**config.mk**
```make
export PLATFORM = sky130hd
export DESIGN_NAME = external_program_fetch_bus
export DESIGN_NICKNAME = d
export VERILOG_FILES = /design/src/rtl/external_program_fetch_bus.v /design/src/rtl/rom_space_decode.v
export VERILOG_INCLUDE_DIRS = /design/src /design/src/rtl
export SDC_FILE = /design/constraint.sdc
export NUM_CORES = 1
export LEC_CHECK = 0
export ABC_CLOCK_PERIOD_IN_PS = 4300
export BUFFER_PORTS_ARGS = -buffer_cell sky130_fd_sc_hd__buf_4
export CAP_MARGIN = 20
export CORE_ASPECT_RATIO = 1.4
export CORE_MARGIN = 3
export CORE_UTILIZATION = 45
export DETAILED_ROUTE_END_ITERATION = 16
export PLACE_DENSITY = 0.74
export RECOVER_POWER = 50
export SLEW_MARGIN = 20
export SYNTH_ARGS = -nofsm -noshare
export SYNTH_HDL_FRONTEND = slang
export SYNTH_SLANG_ARGS = --single-unit
```
**constraint.sdc**
```tcl
create_clock -name i_core_clk -period 4.3 [get_ports i_core_clk]
set_clock_uncertainty 0.05 [all_clocks]
set_input_delay 0.645 -clock i_core_clk [delete_from_list [all_inputs] [get_ports i_core_clk]]
set_output_delay 0.645 -clock i_core_clk [all_outputs]
set_load 0.01 [all_outputs]
```
**src/rtl/fetch_bus_regs.vh**
```
/*
 * constants for the external program fetch and data bus sequencer.
 * assumes inclusion by bare name from rtl files.
 */
`ifndef FETCH_BUS_REGS_VH
`define FETCH_BUS_REGS_VH

`define RESET_VECTOR      16'h0000
`define VEC_EXT_INT0      16'h0003
`define VEC_TIMER0        16'h000B
`define VEC_EXT_INT1      16'h0013
`define VEC_TIMER1        16'h001B
`define VEC_SPACING       16'h0008
`define ROM_NONE          2'h0
`define ROM_4K            2'h1
`define ROM_8K            2'h2
`define ROM_16K           2'h3
`define ROM_TOP_4K        16'h0FFF
`define ROM_TOP_8K        16'h1FFF
`define ROM_TOP_16K       16'h3FFF
`define PH_ADDR_CYCLES    4'h2
`define PH_STROBE_CYCLES  4'h3
`define CMD_FETCH         2'h0
`define CMD_VECTOR        2'h1
`define CMD_DATA_RD       2'h2
`define CMD_DATA_WR       2'h3

`endif

```
**src/rtl/external_program_fetch_bus.v**
```verilog
/*
 * external program fetch and data bus sequencer: decodes program space,
 * forms vectors, runs multiplexed bus cycles for fetch, data read, write.
 * assumes a core on the same clock issuing one request at a time and
 * board logic resolving two-way pins from the output enables.
 */
// Notes on behaviour
// - first fetch after reset comes from address 0000H.
// - interrupt vectors at 0003H, 000BH, 0013H, 001BH, eight bytes apart.
// - 4K rom with select high: 0000H-0FFFH internal, above external.
// - 8K rom with select high: 0000H-1FFFH internal, above external.
// - 16K rom with select high: 0000H-3FFFH internal, above external.
// - select low sends every program fetch to external memory.
// - fetch strobe for every external fetch, never for internal ones.
// - low port drives low pc byte, then floats awaiting code byte.
// - latch strobe pulses while low address is valid; latch captures it.
// - high port drives upper pc byte throughout an external fetch.
// - fetch strobe after address phase; memory returns byte; sampled.
// - external program addresses are always full sixteen bits.
// - program space is read-only; no program write cycle exists.
// - both ports are given over to bus use during external fetch.
// - data space separate, up to 64K, own read and write strobes.
// - 16-bit data addresses may come from the data pointer.
// - idle halts core requests while peripherals keep running.
// - power-down, like idle, only blocks new core requests; ram keeps contents.
// - two-byte data address drives its high byte on high port.
`timescale 1ns/1ps
`include "fetch_bus_regs.vh"

module external_program_fetch_bus #(
   parameter [1:0] ROM_SIZE = `ROM_4K
) (
   input  wire        i_core_clk,          // core clock, 50 MHz
   input  wire        i_reset,             // async reset, active high
   input  wire        i_clk_en,            // freezes all state when low
   input  wire        i_external_access_select_n, // strap pin, async
   input  wire        i_req,               // core request, one cycle
   input  wire [1:0]  i_cmd,               // fetch/vector/data rd/data wr
   input  wire [15:0] i_program_counter,   // pc for fetch
   input  wire [1:0]  i_vector_sel,        // which interrupt vector
   input  wire [15:0] i_data_pointer,      // 16-bit data address
   input  wire [7:0]  i_data_addr8,        // 8-bit data address
   input  wire        i_data_wide,         // use data pointer address
   input  wire [7:0]  i_wdata,             // byte to write
   input  wire [7:0]  i_rom_data,          // on-chip rom byte at o_rom_addr
   input  wire        i_idle,              // idle mode request level
   input  wire        i_power_down,        // power-down level
   input  wire [7:0]  i_low_mux_port,      // low port pin level, async
   output reg  [7:0]  o_low_mux_port,      // low port drive value
   output reg         o_low_mux_port_oe,   // low port drive enable
   output reg  [7:0]  o_high_address_port, // high port drive value
   output reg         o_high_address_port_oe, // high port drive enable
   output reg         o_addr_latch_strobe, // latch enable, active high
   output reg         o_program_fetch_strobe_n, // fetch strobe, low
   output reg         o_data_rd_n,         // data read strobe, low
   output reg         o_data_wr_n,         // data write strobe, low
   output reg  [15:0] o_rom_addr,          // on-chip rom address
   output reg  [15:0] o_fetch_addr,        // address of current fetch
   output reg         o_ready,             // can take a request
   output reg         o_done,              // result valid, one cycle
   output reg  [7:0]  o_rdata,             // fetched or read byte
   output reg         o_core_halted        // core held by idle/power-down
);
   localparam [2:0] S_IDLE   = 3'h0;
   localparam [2:0] S_ADDR   = 3'h1;
   localparam [2:0] S_FLOAT  = 3'h2;
   localparam [2:0] S_STROBE = 3'h3;
   localparam [2:0] S_INT    = 3'h4;
   localparam [2:0] S_END    = 3'h5;

   reg  [2:0]  state_q;
   reg  [3:0]  cnt_q;
   reg  [1:0]  kind_q;
   reg         sel_meta_q;
   reg         sel_sync_q;
   reg  [7:0]  port_meta_q;
   reg  [7:0]  port_sync_q;
   reg         first_q;
   reg  [15:0] req_addr;
   wire        internal;

   function [15:0] vector_addr;
      input [1:0] sel;
      begin
         vector_addr = `VEC_EXT_INT0 +
            ({14'h0000, sel} * `VEC_SPACING);
      end
   endfunction

   always @* begin
      case (i_cmd)
         `CMD_VECTOR: req_addr = vector_addr(i_vector_sel);
         `CMD_DATA_RD,
         `CMD_DATA_WR: req_addr = i_data_wide ? i_data_pointer :
                                  {8'h00, i_data_addr8};
         // reset vector fetch first
         // forced here so the rom decode sees the real first address
         default:     req_addr = first_q ? `RESET_VECTOR :
                                 i_program_counter;
      endcase
   end

   rom_space_decode #(
      .ROM_SIZE    (ROM_SIZE)
   ) u_decode (
      .i_addr      (req_addr),
      .i_ext_sel_n (sel_sync_q),
      .o_internal  (internal)
   );

   // strap and bus pins are asynchronous to the core clock
   always @(posedge i_core_clk or posedge i_reset) begin
      if (i_reset) begin
         sel_meta_q  <= 1'b0;
         sel_sync_q  <= 1'b0;
         port_meta_q <= 8'h00;
         port_sync_q <= 8'h00;
      end else if (i_clk_en) begin
         sel_meta_q  <= i_external_access_select_n;
         sel_sync_q  <= sel_meta_q;
         port_meta_q <= i_low_mux_port;
         port_sync_q <= port_meta_q;
      end
   end

   always @(posedge i_core_clk or posedge i_reset) begin
      if (i_reset) begin
         state_q                  <= S_IDLE;
         cnt_q                    <= 4'h0;
         kind_q                   <= `CMD_FETCH;
         first_q                  <= 1'b1;
         o_low_mux_port           <= 8'h00;
         o_low_mux_port_oe        <= 1'b0;
         o_high_address_port      <= 8'h00;
         o_high_address_port_oe   <= 1'b0;
         o_addr_latch_strobe      <= 1'b0;
         o_program_fetch_strobe_n <= 1'b1;
         o_data_rd_n              <= 1'b1;
         o_data_wr_n              <= 1'b1;
         o_rom_addr               <= `RESET_VECTOR;
         o_fetch_addr             <= `RESET_VECTOR;
         o_ready                  <= 1'b0;
         o_done                   <= 1'b0;
         o_rdata                  <= 8'h00;
         o_core_halted            <= 1'b0;
      end else if (i_clk_en) begin
         o_done <= 1'b0;
         o_core_halted <= i_idle | i_power_down;
         case (state_q)
            S_IDLE: begin
               o_ready <= ~(i_idle | i_power_down);
               if (i_req && o_ready && !(i_idle | i_power_down)) begin
                  o_ready <= 1'b0;
                  kind_q  <= i_cmd;
                  o_fetch_addr <= req_addr;
                  first_q <= 1'b0;
                  cnt_q   <= 4'h0;
                  if ((i_cmd == `CMD_FETCH || i_cmd == `CMD_VECTOR) &&
                      internal) begin
                     o_rom_addr <= req_addr;
                     state_q <= S_INT;
                  end else begin
                     // both ports owned by the bus
                     o_low_mux_port <= req_addr[7:0];
                     o_low_mux_port_oe   <= 1'b1;
                     o_addr_latch_strobe <= 1'b1;
                     // high address byte (pc or data address) on high port
                     o_high_address_port <= req_addr[15:8];
                     o_high_address_port_oe <= 1'b1;
                     state_q <= S_ADDR;
                  end
               end
            end
            S_ADDR: begin
               cnt_q <= cnt_q + 4'h1;
               if (cnt_q == `PH_ADDR_CYCLES - 4'h1) begin
                  // latch strobe falls while address still driven
                  o_addr_latch_strobe <= 1'b0;
                  cnt_q   <= 4'h0;
                  state_q <= S_FLOAT;
               end
            end
            S_FLOAT: begin
               if (kind_q == `CMD_DATA_WR) begin
                  o_low_mux_port <= i_wdata;
                  o_data_wr_n    <= 1'b0;
               end else begin
                  // release low port for the returned byte
                  o_low_mux_port_oe <= 1'b0;
                  o_program_fetch_strobe_n <= (kind_q == `CMD_DATA_RD);
                  o_data_rd_n              <= (kind_q != `CMD_DATA_RD);
               end
               state_q <= S_STROBE;
            end
            S_STROBE: begin
               cnt_q <= cnt_q + 4'h1;
               if (cnt_q == `PH_STROBE_CYCLES - 4'h1) begin
                  // strobes never overlap, so board AND is safe
                  if (kind_q != `CMD_DATA_WR)
                     o_rdata <= port_sync_q;
                  o_program_fetch_strobe_n <= 1'b1;
                  o_data_rd_n              <= 1'b1;
                  o_data_wr_n              <= 1'b1;
                  o_low_mux_port_oe        <= 1'b0;
                  o_high_address_port_oe   <= 1'b0;
                  state_q <= S_END;
               end
            end
            S_INT: begin
               // on-chip rom answers one cycle after its address
               o_rdata <= i_rom_data;
               state_q <= S_END;
            end
            S_END: begin
               o_done  <= 1'b1;
               state_q <= S_IDLE;
            end
            default: state_q <= S_IDLE;
         endcase
      end
   end
endmodule // external_program_fetch_bus

```
**src/rtl/rom_space_decode.v**
```verilog
/*
 * decides whether a program address is served by on-chip rom.
 * assumes a synchronised select level and a fixed rom size.
 */
`timescale 1ns/1ps
`include "fetch_bus_regs.vh"

module rom_space_decode #(
   parameter [1:0] ROM_SIZE = `ROM_4K
) (
   input  wire [15:0] i_addr,       // program address
   input  wire        i_ext_sel_n,  // synchronised access select
   output reg         o_internal    // 1 = on-chip rom serves it
);
   always @* begin
      if (!i_ext_sel_n) begin
         o_internal = 1'b0;
      end else begin
         case (ROM_SIZE)
            `ROM_4K:  o_internal = (i_addr <= `ROM_TOP_4K);
            `ROM_8K:  o_internal = (i_addr <= `ROM_TOP_8K);
            `ROM_16K: o_internal = (i_addr <= `ROM_TOP_16K);
            default:  o_internal = 1'b0;
         endcase
      end
   end
endmodule // rom_space_decode

```
# Yosys cells after proc, flatten, opt, wreduce, memory -nomap -nowiden
# Index checks and enable logic that the tools add are counted.
# totals
register_bits	93
output_inout_bits	65
elab_cells	113
# classes
n_addsub	2
n_lt_le_gt_ge	1
n_eq_ne	21
mux	36
bitwise	3
n_reduce_logical	28
# ops
cell	count
8-bit 2-to-1 mux	5
16-bit 2-to-1 mux	2
16-bit case mux with 2 select lines	1
8-bit case mux with 2 select lines	2
4-bit AND reduction	6
2-bit != test, second input constant	9
16-bit by 12-bit <= comparator with 1-bit output, second input constant	1
3-bit case mux with 5 select lines	1
5-bit AND reduction	3
1-bit 2-to-1 mux	12
3-bit 2-to-1 mux	4
4-bit case mux with 3 select lines	1
1-bit case mux with 2 select lines	5
2-bit nonzero test	5
2-bit equality test, second input constant	4
4-bit 2-to-1 mux	2
2-bit by 5-bit adder with 6-bit output, first input constant	1
3-bit by 2-bit equality test with 1-bit output, second input constant	2
3-bit equality test, second input constant	2
3-bit AND reduction	2
6-bit AND reduction	1
3-bit nonzero test	2
4-bit by 1-bit adder with 4-bit output, second input constant	1
4-bit by 1-bit equality test with 1-bit output, second input constant	1
13 further kinds	16

# Depth between registers and ports, before layout
# depth
depth_word	9
depth_mapped	6
ltp_nobuf	6

# Cells and area by module
# Synthesis repeated with hierarchy kept, for this count alone.
# unflattened
hier_cells	330
area_unflattened_um2	4329.2
# by_module_without_submodules
mod	instances	cells_each	area_each_um2	seq_area_each_um2
external_program_fetch_bus	1	328	4310.4	2332.2
rom_space_decode	1	2	18.8	0.0

# Least setup slack after synthesis
# Ideal clock, no wire load.
# synth_timing
path_kind	input -> register
startpoint	input i_cmd[0]
endpoint	register o_low_mux_port[0]
setup_time_ps	125
arrival_ps	1809
setup_slack_ps	2315
stages	6
cell_sequence	buf_6 or2_4 o211ai_2 and3_1 buf_6 mux2_4
# synth_between
elab_chain_len	8
word_cells_on_any_way	15
# synth_rtl
element	line	text
from (decl)	external_program_fetch_bus.v:38	input wire [1:0] i_cmd,
2-bit equality test	external_program_fetch_bus.v:91	case (i_cmd)
2-bit OR reduction	external_program_fetch_bus.v:91	
16-bit case mux with 2 select lines	external_program_fetch_bus.v:91	
16-bit by 12-bit <= comparator with 1-bit output (no line)	--	
1-bit 2-to-1 mux	rom_space_decode.v:16	if (!i_ext_sel_n) begin
1-bit logical AND	external_program_fetch_bus.v:158	if ((i_cmd == `CMD_FETCH || i_cmd == `CMD_VECTOR) &&
2-bit != test (no line)	--	
5-bit AND reduction (no line)	--	
to (signal assigned)	external_program_fetch_bus.v:164	o_low_mux_port <= req_addr[7:0];
to (signal assigned)	external_program_fetch_bus.v:185	o_low_mux_port <= i_wdata;
to (decl)	external_program_fetch_bus.v:49	output reg [7:0] o_low_mux_port,
# Several ways; a longest one is shown, not always the timed one. The select of a mux whose other input is x is not followed.
# A chain may end at the register's enable or synchronous reset.

==> impl_metrics.yaml <==
grt:
  number_of_antenna_violations_at_the_first_check_in_global_routing: 0
  grt_max_degree: 59
  grt_overflow: 0
  number_of_global_route_vias_before_repair: 3616
  track_usage: 0.201
  grt_first_pass_wirelength_mm: 18.5
worst_hold_path:
  hold_start: "o_high_address_port[4]"
  timing.hold.worst.class: "register to register"
  timing.hold.worst_path_depth: 1
  min_to: "o_high_address_port[4]"
cts:
  cts-buffers-inserted: 9
  cts.sink_count: 93
  cts_hold_buf: 0
  clock_path_buffers: 2
  clk_pin_slew_worst_paths_ns: 0.06
  ctsRootBufferMaster: "clkbuf_16"
  cts_htree_levels: 3
  cts_tree: "built"
  post_cts.resized_instances: 0
  post-cts-setup-buffer-count: 0
  insertion_delay_ns: 0.34
power_and_ir_drop:
  power_per_cell_area_nw_per_um2: 555
  fin_total_pwr_w: 0.00323
  vdd_ir_drop_max_uv: 251
  power.leakage_nw: 2.64
placed_design:
  gp_congestion: 0.815
  port_buffers: 140
  preCtsSetupSlack_ns: 1.57
  post-dp-hpwl_mm: 8.45
sta:
  tightest_slew_ns: 2.48
  final_period_minus_worst_setup_slack_ns: 2.80
  fmax_mhz: 358
  grt_setup_unrepaired: "false"
  max_slew_margin: -0.664
  fin_setup_tns_ns: 0
  final_min_period_over_clock_period: 0.650
  maxSlewViolCount: 59
  setup_viol: 0
  timing.final.ws_setup_ns: 1.50
  hold_violations: 0
floorplan:
  start_util: 0.473
  die_h_um: 125
  die_w_um: 91.2
  row_count: 42
  core_um2: 9670
  num_io_pins: 141
  die_area_um2: 11400
logic_synthesis:
  ys_ff_latch: 93
  syn_nets: 461
  synth_sequential_area_ratio: 0.510
  synthArstFlopShare: 1.00
  yosysWarnings: 0
  postSynthAreaPerCell_um2: 12.0
  ys.flop_type: "dfrtp_1"
  syn-cell-area_um2: 4580
  number_of_enable_type_register_cells_in_the_synthesized_netlist: 0
  ys_types: 70
  syn_inst: 382
worst_setup_path:
  regToRegSetupSlack_ns: 1.80
  depth_of_the_worst_register_to_register_path: 3
  timing.critical_path.required_ns: 4.60
  endpoint_kind: "async pin"
  setup.worst_path.start_class: "input pin"
  timing_worst_setup_path_type: "input pin to async pin"
  worst_r2r_endpoint: "o_rom_addr[4]"
  cp_max_fo: 58
  timing.rr.start: "state_q[0]"
  cp_data_arrival_time_ns: 3.09
routing:
  drt-vias-per-instance: 5.36
  drc_errors: 0
  vias: 3495
  drtPass1Iterations: 4
  drt_wl_total_mm: 11.2
  drt-wirelength-per-cell_um: 17.2
  dr.first_iter.drc_count: 167
  final_antenna_net_count: 0
job:
  drv.max_cap_violation_count: 1
layout:
  layout-area-overhead-vs-synth_pct: 27.2
  layout_net_count: 594
  post_route_cells_drive_above_1_share: 0.388
  fillerInstances: 884
  number_of_antenna_diodes: 0
outcome:
  status: "finished, violations left"
  violations: "max-capacitance violations, max-slew violations"
-- worst max-delay path by stage --
stage / from / endpoint / slack, ns / cells past startpoint
finish: i_reset / o_rdata[1] / 1.50 / 3
global route: i_reset / cnt_q[3] / 0.98 / 3
global placement: i_clk_en / o_rom_addr[3] / 1.65 / 4
detailed placement: i_clk_en / o_rom_addr[4] / 1.57 / 4
CTS: state_q[0] / o_rom_addr[4] / 1.80 / 3
floorplan: i_reset / cnt_q[0] / 1.19 / 1
-- flip-flops by register name, summed over array words and instances (netlist names) --
name and cells:
cnt_q 4, o_done 1, o_ready 1, port_meta_q 8
sel_sync_q 1, port_sync_q 8, o_high_address_port_oe 1, kind_q 2
o_high_address_port 8, sel_meta_q 1, o_rdata 8, o_fetch_addr 16
o_rom_addr 16, o_low_mux_port_oe 1, o_core_halted 1, first_q 1
state_q 3, o_data_rd_n 1, o_program_fetch_strobe_n 1, o_data_wr_n 1
o_addr_latch_strobe 1, o_low_mux_port 8
-- where the power goes --
| group | leakage (nW) | switching, W | internal [W] |
|---|---|---|---|
| Clock | 0.153 | 0.000322 | 0.000509 |
| Combinational | 1.30 | 0.000525 | 0.000551 |
| Sequential | 1.19 | 0.000225 | 0.00110 |
-- per-stage QoR --
| stage | hold WS (ns) | utilization | instance area, um^2 | instances |
|---|---|---|---|---|
| floorplan | 0.423 | - | 4580 | 382 |
| global placement | 0.414 | 0.588 | 5680 | 636 |
| detailed placement | 0.424 | 0.588 | 5680 | 636 |
| CTS | 0.439 | 0.620 | 6000 | 652 |
| global route | 0.450 | 0.602 | 5820 | 652 |
| finish | 0.429 | 0.602 | 5820 | 652 |
-- cell usage after synthesis, drive strengths merged (2+ instances only) --
library cell / count / area share
dfrtp: 89 / 0.49
nor4: 2 / 0.0060
nor3b: 4 / 0.011
nor2b: 2 / 0.0044
mux2: 57 / 0.15
nor4b: 2 / 0.0052
o2bb2ai: 2 / 0.0038
nand2: 30 / 0.025
a21oi: 10 / 0.016
a21o: 6 / 0.0098
clkbuf: 3 / 0.0025
or3: 3 / 0.0041
or2: 4 / 0.0060
nand2b: 2 / 0.0027
nor3: 6 / 0.0088
a211oi: 5 / 0.010
nor2: 17 / 0.018
nand3b: 2 / 0.0041
o41ai: 2 / 0.0055
o21ai: 45 / 0.053
a31oi: 2 / 0.0027
or3b: 5 / 0.010
mux2i: 4 / 0.0088
a22oi: 14 / 0.023
ha: 3 / 0.0082
dfstp: 4 / 0.023
o31ai: 3 / 0.0049
o211ai: 3 / 0.0060
and2: 7 / 0.0096
buf: 19 / 0.028
nand3: 3 / 0.0033
and3b: 2 / 0.0046
inv: 9 / 0.0074
-- per-layer routing --
layer  GRT usage  share of wire  vias up
met5           0              0        -
met4      0.0488          0.011        0
met3      0.0637          0.071       12
met2       0.339           0.49      139
met1       0.251           0.42     1694
li1            -              -     1650
-- cells in the final DEF (no fill, tap or decap), drive strengths merged, types with 4 or more instances in the layout --
cell / netlist / layout
mux2: 57 / 57
nand2: 30 / 30
or3b: 5 / 5
and2: 7 / 7
buf: 19 / 95
dfrtp: 89 / 89
nor3b: 4 / 4
or2: 4 / 4
dfstp: 4 / 4
nor2: 17 / 17
a21o: 6 / 6
a21oi: 10 / 10
o21ai: 45 / 45
a22oi: 14 / 14
nor3: 6 / 6
inv: 9 / 9
clkbuf: 3 / 59
mux2i: 4 / 4
a211oi: 5 / 5
-- area by class of cell --
| type | count | area [um^2] | share of cell area |
|---|---|---|---|
| tap | 132 | 165 | 0.0284 |
| sequential | 93 | 2330 | 0.401 |
| inverter | 9 | 35.0 | 0.00602 |
| clock inverter | 6 | 86.3 | 0.0148 |
| multi-input combinational | 258 | 2070 | 0.356 |
| clock buffer | 10 | 229 | 0.0393 |
| timing repair buffer | 144 | 902 | 0.155 |
-- cell families (layout without fill, tap and decap cells) --
group	Yosys count	after routing	synth area share
buffers and inverters	31	169	0.0377
adders and majority gates	3	3	0.00820
AOI/OAI and AO/OA	99	99	0.150
DFF	93	93	0.510
muxes	61	61	0.163
and+or+nand+nor	95	95	0.131
-- critical path, cell delays in order --
cell        delay (ns)
clkbuf_4          0.11
clkinvlp_2        1.39
clkbuf_2          0.90
No activity file was read; power rests on OpenSTA's default activity.
